--- src/design/pwrctl_defs.svh ---
// Purpose: offsets, fields, reset values and timing counts of the power and clock control block
// Assumes: APB with 32-bit data, 100 MHz clock
// Notes:   times are given in their own unit; the wake cycle counts derive from them, the startup count is given in cycles
`ifndef PWRCTL_DEFS_SVH
`define PWRCTL_DEFS_SVH

`define CLK_FREQ_MHZ        100
`define SLEEP_WAKE_US       100
`define SLEEP_WAKE_CYC      (`SLEEP_WAKE_US * `CLK_FREQ_MHZ)
`define PDN_WAKE_MS         10
`define PDN_WAKE_CYC        (`PDN_WAKE_MS * 1000 * `CLK_FREQ_MHZ)
`define STARTUP_CYC         64

`define OFS_CTRL            12'h000
`define OFS_CHAN            12'h004
`define OFS_CMODE           12'h008
`define OFS_STATUS          12'h00C
`define OFS_SAMPLE_IN       12'h010
`define OFS_SAMPLE_OUT      12'h014

`define CTRL_SOFT_RESET     0
`define CTRL_SLEEP          1
`define CTRL_LOW_POWER      2
`define CTRL_XCLK_EN        3
`define CTRL_REFCORR_EN     4
`define CTRL_CM_BUF_OFF     5
`define CTRL_CM_SRC         6

`define CMODE_DIV_LSB       0
`define CMODE_DIV_W         5
`define CMODE_DIV_RESET     5'h0A

`define CODE_POS_MAX        24'h7FFFFF
`define CODE_NEG_MAX        24'h800000

`endif

--- src/design/pwrctl_pkg.sv ---
// Purpose: types shared by the power and clock control block
// Assumes: nothing beyond the defs header
// Notes:   straps and register settings travel as two separate structs
`default_nettype none
package pwrctl_pkg;
	typedef enum logic [2:0] {ST_OSC_START, ST_RUN, ST_SLEEP, ST_WAKE, ST_PDN, ST_PDN_WAKE} pstate_t;
	typedef struct packed {
		logic register_mode;
		logic crystal_source;
	} straps_t;
	typedef struct packed {
		logic       cm_buf_off;
		logic       cm_source;
		logic [4:0] cm_div;
		logic       xclk_en;
		logic       refcorr_en;
		logic       low_power;
		logic       sleep;
		logic [3:0] chan_off;
	} config_t;
endpackage
`default_nettype wire

--- src/design/adc_power_clock_mode_control.sv ---
// Purpose: strap capture, clock handover, common-mode, channel, sleep and power-down control
// Assumes: APB slave, 100 MHz CLK_IN, straps and power-down pin asynchronous to CLK_IN
// Notes:   analog quantities are given as codes and enables for the analog macros
//
// Notes on behaviour
// - strap selects pin or register configuration
// - result is 24-bit two's complement, MSB first
// - result saturates at 0x7FFFFF and 0x800000
// - pin mode: common-mode on, half reference
// - register mode: common-mode level programmable
// - buffer off makes common-mode pin high-Z
// - reference correction only when enabled, register mode
// - correction tracks quarter current per off channel
// - run on oscillator, then hand over clock
// - clock-source strap picks crystal or CMOS
// - pin mode: crystal output follows crystal source
// - register mode: crystal output off until enabled
// - low power halves modulator clock
// - each channel has its own power-off bit
// - sleep powers down all, registers kept; crystal oscillator and digital regulator stay on
// - sleep exit ready within 100 us
// - power-down pin low powers everything down
// - power-down exit resets registers, 10 ms wait
// - reset pin or soft reset restores defaults; the reset pin loads divider 0 into the register, not 0x0A
//
// Implementation choices: the APB slave port and the address map.
`include "pwrctl_defs.svh"
`default_nettype none
module adc_power_clock_mode_control #(
	parameter int unsigned PDN_WAKE_CYCLES = `PDN_WAKE_CYC
) (
	input  wire logic        CLK_IN,
	input  wire logic        RESETN_IN,
	input  wire logic        PSEL_IN,
	input  wire logic        PENABLE_IN,
	input  wire logic        PWRITE_IN,
	input  wire logic [11:0] PADDR_IN,
	input  wire logic [31:0] PWDATA_IN,
	output logic      [31:0] PRDATA_OUT,
	output logic             PREADY_OUT,
	output logic             PSLVERR_OUT,
	input  wire logic        MODE_SELECT_PIN_IN,
	input  wire logic        CLOCK_SOURCE_SELECT_PIN_IN,
	input  wire logic        POWER_DOWN_PIN_N_IN,
	output logic             USE_EXTERNAL_CLOCK_OUT,
	output logic             CRYSTAL_CLOCK_BUFFER_EN_OUT,
	output logic             CRYSTAL_OSC_EN_OUT,
	output logic             MOD_HALF_RATE_OUT,
	output logic             COMMON_MODE_OUTPUT_OE_OUT,
	output logic             COMMON_MODE_SOURCE_OUT,
	output logic      [4:0]  COMMON_MODE_DIVIDER_SELECT_OUT,
	output logic             REFERENCE_DROP_CORRECT_OUT,
	output logic      [2:0]  REFERENCE_CURRENT_QUARTERS_OUT,
	output logic      [3:0]  CHANNEL_POWER_ON_OUT,
	output logic             DIGITAL_REG_ON_OUT,
	output logic             READY_OUT
);
	// ----------------------------------------
	// input synchronisers
	// ----------------------------------------
	logic [2:0] mode_sync_q;
	logic [2:0] csel_sync_q;
	logic [2:0] pdn_sync_q;
	logic       pdn_low_q;

	always_ff @(posedge CLK_IN or negedge RESETN_IN) begin
		if (!RESETN_IN) begin
			mode_sync_q <= 3'h0;
			csel_sync_q <= 3'h0;
			pdn_sync_q  <= 3'h7;
			pdn_low_q   <= 1'b0;
		end else begin
			mode_sync_q <= {mode_sync_q[1:0], MODE_SELECT_PIN_IN};
			csel_sync_q <= {csel_sync_q[1:0], CLOCK_SOURCE_SELECT_PIN_IN};
			pdn_sync_q  <= {pdn_sync_q[1:0], POWER_DOWN_PIN_N_IN};
			if (pdn_sync_q[2] == pdn_sync_q[1])
				pdn_low_q <= !pdn_sync_q[1];
		end
	end

	// ----------------------------------------
	// power state machine
	// ----------------------------------------
	pwrctl_pkg::pstate_t state_q;
	logic [31:0]         wait_q;
	logic                capture_q;
	pwrctl_pkg::straps_t straps_q;
	pwrctl_pkg::config_t cfg_q;
	logic                soft_reset_q;
	logic                wait_done;

	assign wait_done = (wait_q == 32'h00000000);

	// settle the strap synchronisers before they are sampled
	always_ff @(posedge CLK_IN or negedge RESETN_IN) begin
		if (!RESETN_IN) begin
			state_q   <= pwrctl_pkg::ST_OSC_START;
			wait_q    <= 32'(`STARTUP_CYC);
			capture_q <= 1'b1;
		end else begin
			capture_q <= 1'b0;
			if (!wait_done)
				wait_q <= wait_q - 32'h00000001;
			if (pdn_low_q && state_q != pwrctl_pkg::ST_PDN) begin
				state_q <= pwrctl_pkg::ST_PDN;
			end else begin
				unique case (state_q)
				pwrctl_pkg::ST_OSC_START: begin
					if (wait_done)
						state_q <= pwrctl_pkg::ST_RUN;
				end
				pwrctl_pkg::ST_RUN: begin
					if (cfg_q.sleep && straps_q.register_mode)
						state_q <= pwrctl_pkg::ST_SLEEP;
				end
				pwrctl_pkg::ST_SLEEP: begin
					if (!cfg_q.sleep) begin
						state_q <= pwrctl_pkg::ST_WAKE;
						wait_q  <= 32'(`SLEEP_WAKE_CYC - 1);
					end
				end
				pwrctl_pkg::ST_WAKE: begin
					if (wait_done)
						state_q <= pwrctl_pkg::ST_RUN;
				end
				pwrctl_pkg::ST_PDN: begin
					if (!pdn_low_q) begin
						state_q   <= pwrctl_pkg::ST_PDN_WAKE;
						wait_q    <= PDN_WAKE_CYCLES - 32'h00000001;
						capture_q <= 1'b1;
					end
				end
				pwrctl_pkg::ST_PDN_WAKE: begin
					if (wait_done)
						state_q <= pwrctl_pkg::ST_RUN;
				end
				endcase
			end
		end
	end

	// straps are taken from the settled synchronisers on capture and on every cycle of the startup wait
	always_ff @(posedge CLK_IN or negedge RESETN_IN) begin
		if (!RESETN_IN) begin
			straps_q <= '0;
		end else if (capture_q || (state_q == pwrctl_pkg::ST_OSC_START && !wait_done)) begin
			straps_q.register_mode  <= mode_sync_q[2];
			straps_q.crystal_source <= csel_sync_q[2];
		end
	end

	// ----------------------------------------
	// registers
	// ----------------------------------------
	logic        wr_en;
	logic        rd_en;
	logic [23:0] sample_q;
	logic [23:0] sample_out_q;
	logic        reg_clear;

	assign wr_en     = PSEL_IN && PENABLE_IN && PWRITE_IN;
	assign rd_en     = PSEL_IN && PENABLE_IN && !PWRITE_IN;
	assign reg_clear = soft_reset_q || pdn_low_q;
	assign PREADY_OUT = 1'b1;

	function automatic logic [23:0] saturate(input logic [31:0] raw);
		if (!raw[31] && raw[30:23] != 8'h00)
			return `CODE_POS_MAX;
		else if (raw[31] && raw[30:23] != 8'hFF)
			return `CODE_NEG_MAX;
		else
			return raw[23:0];
	endfunction

	always_ff @(posedge CLK_IN or negedge RESETN_IN) begin
		if (!RESETN_IN) begin
			cfg_q        <= '0;
			soft_reset_q <= 1'b0;
			sample_q     <= 24'h000000;
		end else if (reg_clear) begin
			cfg_q        <= '0;
			cfg_q.cm_div <= `CMODE_DIV_RESET;
			soft_reset_q <= 1'b0; // self clearing
			sample_q     <= 24'h000000;
		end else if (wr_en && straps_q.register_mode) begin
			unique case (PADDR_IN)
			`OFS_CTRL: begin
				soft_reset_q     <= PWDATA_IN[`CTRL_SOFT_RESET];
				cfg_q.sleep      <= PWDATA_IN[`CTRL_SLEEP];
				cfg_q.low_power  <= PWDATA_IN[`CTRL_LOW_POWER];
				cfg_q.xclk_en    <= PWDATA_IN[`CTRL_XCLK_EN];
				cfg_q.refcorr_en <= PWDATA_IN[`CTRL_REFCORR_EN];
				cfg_q.cm_buf_off <= PWDATA_IN[`CTRL_CM_BUF_OFF];
				cfg_q.cm_source  <= PWDATA_IN[`CTRL_CM_SRC];
			end
			`OFS_CHAN:      cfg_q.chan_off <= PWDATA_IN[3:0];
			`OFS_CMODE:     cfg_q.cm_div <= PWDATA_IN[`CMODE_DIV_LSB +: `CMODE_DIV_W];
			`OFS_SAMPLE_IN: sample_q <= saturate(PWDATA_IN);
			default: ;
			endcase
		end
	end

	// ----------------------------------------
	// read data
	// ----------------------------------------
	logic [31:0] rdata_d;

	always_comb begin
		rdata_d = 32'h00000000;
		unique case (PADDR_IN)
		`OFS_CTRL:       rdata_d[6:1] = {cfg_q.cm_source, cfg_q.cm_buf_off, cfg_q.refcorr_en,
						 cfg_q.xclk_en, cfg_q.low_power, cfg_q.sleep};
		`OFS_CHAN:       rdata_d[3:0] = cfg_q.chan_off;
		`OFS_CMODE:      rdata_d[4:0] = cfg_q.cm_div;
		`OFS_STATUS:     rdata_d[5:0] = {READY_OUT, 2'(state_q == pwrctl_pkg::ST_SLEEP),
						 straps_q.crystal_source, straps_q.register_mode,
						 USE_EXTERNAL_CLOCK_OUT};
		`OFS_SAMPLE_IN:  rdata_d = {{8{sample_q[23]}}, sample_q};
		`OFS_SAMPLE_OUT: rdata_d = {sample_out_q, 8'h00};
		default:         rdata_d = 32'h00000000;
		endcase
	end

	always_ff @(posedge CLK_IN or negedge RESETN_IN) begin
		if (!RESETN_IN)
			sample_out_q <= 24'h000000;
		else
			sample_out_q <= sample_q;
	end

	assign PRDATA_OUT  = rd_en ? rdata_d : 32'h00000000;
	assign PSLVERR_OUT = PSEL_IN && PENABLE_IN && (PADDR_IN > `OFS_SAMPLE_OUT || PADDR_IN[1:0] != 2'h0);

	// ----------------------------------------
	// analog controls
	// ----------------------------------------
	logic running;
	logic rm;
	logic [2:0] off_count;

	assign running = (state_q == pwrctl_pkg::ST_RUN);
	assign rm      = straps_q.register_mode;
	assign off_count = 3'(cfg_q.chan_off[0]) + 3'(cfg_q.chan_off[1])
			 + 3'(cfg_q.chan_off[2]) + 3'(cfg_q.chan_off[3]);

	always_ff @(posedge CLK_IN or negedge RESETN_IN) begin
		if (!RESETN_IN) begin
			USE_EXTERNAL_CLOCK_OUT         <= 1'b0;
			CRYSTAL_CLOCK_BUFFER_EN_OUT    <= 1'b0;
			CRYSTAL_OSC_EN_OUT             <= 1'b0;
			MOD_HALF_RATE_OUT              <= 1'b0;
			COMMON_MODE_OUTPUT_OE_OUT      <= 1'b0;
			COMMON_MODE_SOURCE_OUT         <= 1'b0;
			COMMON_MODE_DIVIDER_SELECT_OUT <= `CMODE_DIV_RESET;
			REFERENCE_DROP_CORRECT_OUT     <= 1'b0;
			REFERENCE_CURRENT_QUARTERS_OUT <= 3'h4;
			CHANNEL_POWER_ON_OUT           <= 4'h0;
			DIGITAL_REG_ON_OUT             <= 1'b1;
			READY_OUT                      <= 1'b0;
		end else begin
			USE_EXTERNAL_CLOCK_OUT <= !pdn_low_q && state_q != pwrctl_pkg::ST_OSC_START;
			CRYSTAL_OSC_EN_OUT     <= !pdn_low_q && straps_q.crystal_source;
			CRYSTAL_CLOCK_BUFFER_EN_OUT <= running
				&& straps_q.crystal_source && (rm ? cfg_q.xclk_en : 1'b1);
			MOD_HALF_RATE_OUT      <= rm && cfg_q.low_power;
			COMMON_MODE_OUTPUT_OE_OUT <= running && !(rm && cfg_q.cm_buf_off);
			COMMON_MODE_SOURCE_OUT <= rm && cfg_q.cm_source;
			COMMON_MODE_DIVIDER_SELECT_OUT <= rm ? cfg_q.cm_div : `CMODE_DIV_RESET;
			REFERENCE_DROP_CORRECT_OUT <= running && rm && cfg_q.refcorr_en;
			REFERENCE_CURRENT_QUARTERS_OUT <= rm ? 3'(3'h4 - off_count) : 3'h4;
			CHANNEL_POWER_ON_OUT   <= running ? (rm ? ~cfg_q.chan_off : 4'hF) : 4'h0;
			DIGITAL_REG_ON_OUT     <= !pdn_low_q;
			READY_OUT              <= running;
		end
	end
endmodule
`default_nettype wire

--- config.mk ---
export PLATFORM = sky130hd
export DESIGN_NAME = adc_power_clock_mode_control
export DESIGN_NICKNAME = d
export VERILOG_FILES = /design/src/design/pwrctl_pkg.sv /design/src/design/adc_power_clock_mode_control.sv
export VERILOG_INCLUDE_DIRS = /design/src /design/src/design
export SDC_FILE = /design/constraint.sdc
export NUM_CORES = 1
export LEC_CHECK = 0
export ABC_AREA = 1
export BUFFER_PORTS_ARGS = -buffer_cell sky130_fd_sc_hd__buf_2
export CORE_ASPECT_RATIO = 0.8
export CORE_UTILIZATION = 35
export CTS_CLUSTER_DIAMETER = 100
export DETAILED_ROUTE_END_ITERATION = 7
export PLACE_DENSITY_LB_ADDON = 0.3
export RECOVER_POWER = 100
export SLEW_MARGIN = 20
export SYNTH_ARGS = -nofsm -noshare
export SYNTH_HDL_FRONTEND = slang
export SYNTH_SLANG_ARGS = --single-unit
--- constraint.sdc ---
create_clock -name CLK_IN -period 1.7 [get_ports CLK_IN]
set_input_delay 0 -clock CLK_IN [delete_from_list [all_inputs] [get_ports CLK_IN]]
set_output_delay 0 -clock CLK_IN [all_outputs]
set_load 0.02 [all_outputs]
==> flow_summary.ini <==
[placed_design]
place_ws_ps = -178
numPortBuffers = 105
gp_congestion = 0.882
dp_hpwl_mm = 12.5

[synthesis]
ys_ff_latch = 133
synth_edf_count = 0
netlist_area_mm2 = 0.00641
synth_cell_types = 43
synthArstFlopShare_pct = 100
avgSynthCellArea_um2 = 8.18
seq_area_frac_synth_pct = 52.1
yosys-top-cells-area = dfrtp_1 (48%), nand2_1 (11%), nor2_1 (5.6%), inv_1 (5.0%), nand3_1 (4.3%)
syn_inst = 784
synth_flop_cell = dfrtp_1
yosys_warnings = 0
synth.top_cell.area_share_pct = 48.4
synth_nets = 841
synth_top_area_cell = dfrtp_1

[grt]
grt_pass1_wl_mm = 29.9
antenna_found_initial = 0
grt_pass1_vias = 5931
overflow = 0
grt_usage_pct = 20.4
grt_max_degree = 57

[final_layout]
drive_gt1_share_pct = 30.4
n_antenna_cell = 0
fin_util_pct = 51.1
nets = 1077
area_growth_pct = 40.7
num-fill-cells = 1676

[clock_network]
cts_tree = yes
root_buffer = clkbuf_16
path_clk_slew_ps = 60
cts_sinks = 133
cts_max_level = 4
numCtsBuffers = 17
cts_buffer_depth = 2
insertion_delay_ps = 420

[detailed_routing]
vias = 6137
dr.pass1.iters = 5
drt_iter0_markers = 435
drt_wl_total_mm = 18.4
drc = 0
drtAntennaViolNets = 0
wl_per_cell_um = 14.6
vias_per_cell = 4.88

[setup_path]
crit_path_cell_trace = buf_6 > nor2_4 > buf_6 > nand2_4 > nor2_4 > nand2_2 > nor2_4 > buf_12 > nor2_4 > nand4_1 > nand2_1 > nand2_1 > nor2_1
end_kind = flop
crit_top_cell = nor2_4
worstReg2RegStart = wait_q[3]$_DFF_PN0_
start_kind = flop
worst-path-buf-inv = 3
critPathMaxFanout = 7
slowest_delay_ps = 390
arrival_ps = 2040
setup.worst_path.class = reg -> reg
crit_start = wait_q[3]$_DFF_PN0_
cpMaxStageDelayCell = dfrtp_1
cp_top_family = simple AND/OR/NAND/NOR gates
required_ps = 2000

[sta]
maxSlewHeadroom_pct = 1.68
period_share_pct = 102
rsz0062_at_grt = yes
slew_violations = 0
finalSetupViolations = 9
finalCriticalPeriod_ps = 1730
hold_viol = 0
fmax_mhz = 577
worst_slew_pin_slew_ps = 1470
skew_ps = 8.56
worst_slack_ps = -32.4

[floorplan]
rows = 43
design.die.area_mm2 = 0.0189
coreArea_mm2 = 0.0176
pin_count = 107
initial_core_util_pct = 36.3
fp.dieW_um = 153
die_h_um = 123

[pwr]
power_uw = 10400
p_per_area_mw_per_mm2 = 1160
peakVddDrop_uv = 1120
leakagePower_uw = 0.00439

[outcome]
outcome = complete, but fails checks
failed_checks = setup timing

[hold_path]
hp-start = PSEL_IN
worst_hold_path_type = in -> reg

[run]
drv_cap = 0
[final timing paths]
path / to / cells after the start / slack [ps]
min reg2reg: mode_sync_q[1]$_DFF_PN0_ / 0 / 350
min in group asynchronous: wait_q[15]$_DFF_PN0_ / 2 / 490
min: soft_reset_q$_DFFE_PN0P_ / 5 / 90
max: wait_q[29]$_DFF_PN0_ / 13 / -30
max in group asynchronous: REFERENCE_CURRENT_QUARTERS_OUT[2]$_DFF_PN1_ / 3 / 160
max reg2reg: wait_q[29]$_DFF_PN0_ / 13 / -30
[worst reg2reg max path: stages (launching register included)]
cell and delay [ps]:
dfrtp_1 390, buf_6 130, nor2_4 130, buf_6 130, nand2_4 40, nor2_4 100
nand2_2 70, nor2_4 160, buf_12 150, nor2_4 70, nand4_1 100, nand2_1 60
nand2_1 50, nor2_1 40
[routing by layer]
layer  part of all wire, %  global-route usage, %  up-vias
met5                     0                      0        -
met3                   5.7                   5.05       13
met2                    44                   30.4      180
met1                    50                   29.5     2919
li1                      -                      -     3025
met4                  0.74                   5.81        0
[repair_timing]
item | CTS | global route
endpoints found under the hold margin | 85 | 0
buffers inserted | 10 | 16
hold buffers | 28 | 0
pin swaps | 11 | 34
gates resized for setup | 23 | 74
setup endpoints to repair | 40 | 40
[layout by cell type (no fill, tap or decap), drive strengths merged]
cell and n:
nand2 188, buf 165, dfrtp 124, nor2 115
inv 102, o21ai 67, clkbuf 59, nand3 55
a21oi 43, dlygate4sd3 28, nor3 16, nand4 14
dfstp 9, clkinv 7, o211ai 6, o22ai 5
xnor2 4, a31oi 4, ha 4, xor2 3
or2 2, o221ai 2, clkinvlp 2, o21bai 2
o32ai 1, nand3b 1, o31ai 1, a41oi 1
fa 1, conb 1, bufinv 1
[per-stage QoR]
stage | hold WS [ps] | TNS [ps] | area, um^2 | std cells
2_1_floorplan | -296 | 0 | 6410 | 784
3_3_place_gp | 12.9 | -1150 | 7740 | 1174
3_5_place_dp | 10.8 | -1620 | 7740 | 1174
4_1_cts | 93.3 | -35.8 | 8740 | 1244
5_1_grt | 124 | -6660 | 9030 | 1258
6_report | 91.8 | -117 | 9030 | 1258
[area by class of cell]
cell class / instances / area [um^2] / share of cell area [%]
Timing Repair Buffer: 235 / 1600 / 17.8
Clock inverter: 15 / 145 / 1.61
Tap cell: 225 / 282 / 3.12
Multi-Input combinational cell: 536 / 2850 / 31.6
Clock buffer: 17 / 425 / 4.71
Sequential cell: 133 / 3340 / 37.0
Inverter: 97 / 379 / 4.20
[kinds of logic (layout without fill, tap and decap cells)]
logic type | after synthesis | after routing | synth area share (%)
flip-flops | 133 | 133 | 52.1
AO/OA/AOI/OAI | 132 | 132 | 11.2
adder cells (fa/ha/maj) | 5 | 5 | 1.09
other | 1 | 1 | 0.0585
buffers and inverters | 115 | 364 | 7.32
AND/OR/NAND/NOR | 391 | 391 | 27.3
XOR/XNOR | 7 | 7 | 0.956
[sequential cells by signal (all words and copies together) (netlist names), 3 cells and up]
signal,flops
wait_q,32
sample_out_q,24
sample_q,24
cfg_q,15
COMMON_MODE_DIVIDER_SELECT_OUT,5
CHANNEL_POWER_ON_OUT,4
REFERENCE_CURRENT_QUARTERS_OUT,3
csel_sync_q,3
mode_sync_q,3
pdn_sync_q,3
state_q,3
[cell usage after synthesis, types with 3 or more instances]
master,number
dfstp_2,9
nand3_1,55
o21ai_0,48
a31oi_1,3
a21oi_1,43
o211ai_1,6
xor2_1,3
nor3_1,12
dfrtp_1,124
inv_2,10
ha_1,4
o22ai_1,5
o21ai_1,18
nor2_4,4
nand2_2,6
xnor2_1,4
nor2_2,13
clkbuf_1,4
buf_4,3
nand2_1,181
inv_1,85
nand4_1,14
nor2_1,96
buf_2,8
[power breakdown]
group	internal [uW]	switching (uW)	total [uW]	leakage (uW)
Combinational	1210	1770	2970	0.00239
Sequential	3620	288	3910	0.00173
Clock	2050	1510	3560	0.000277
Note: power is estimated with default switching activity, not from simulation.
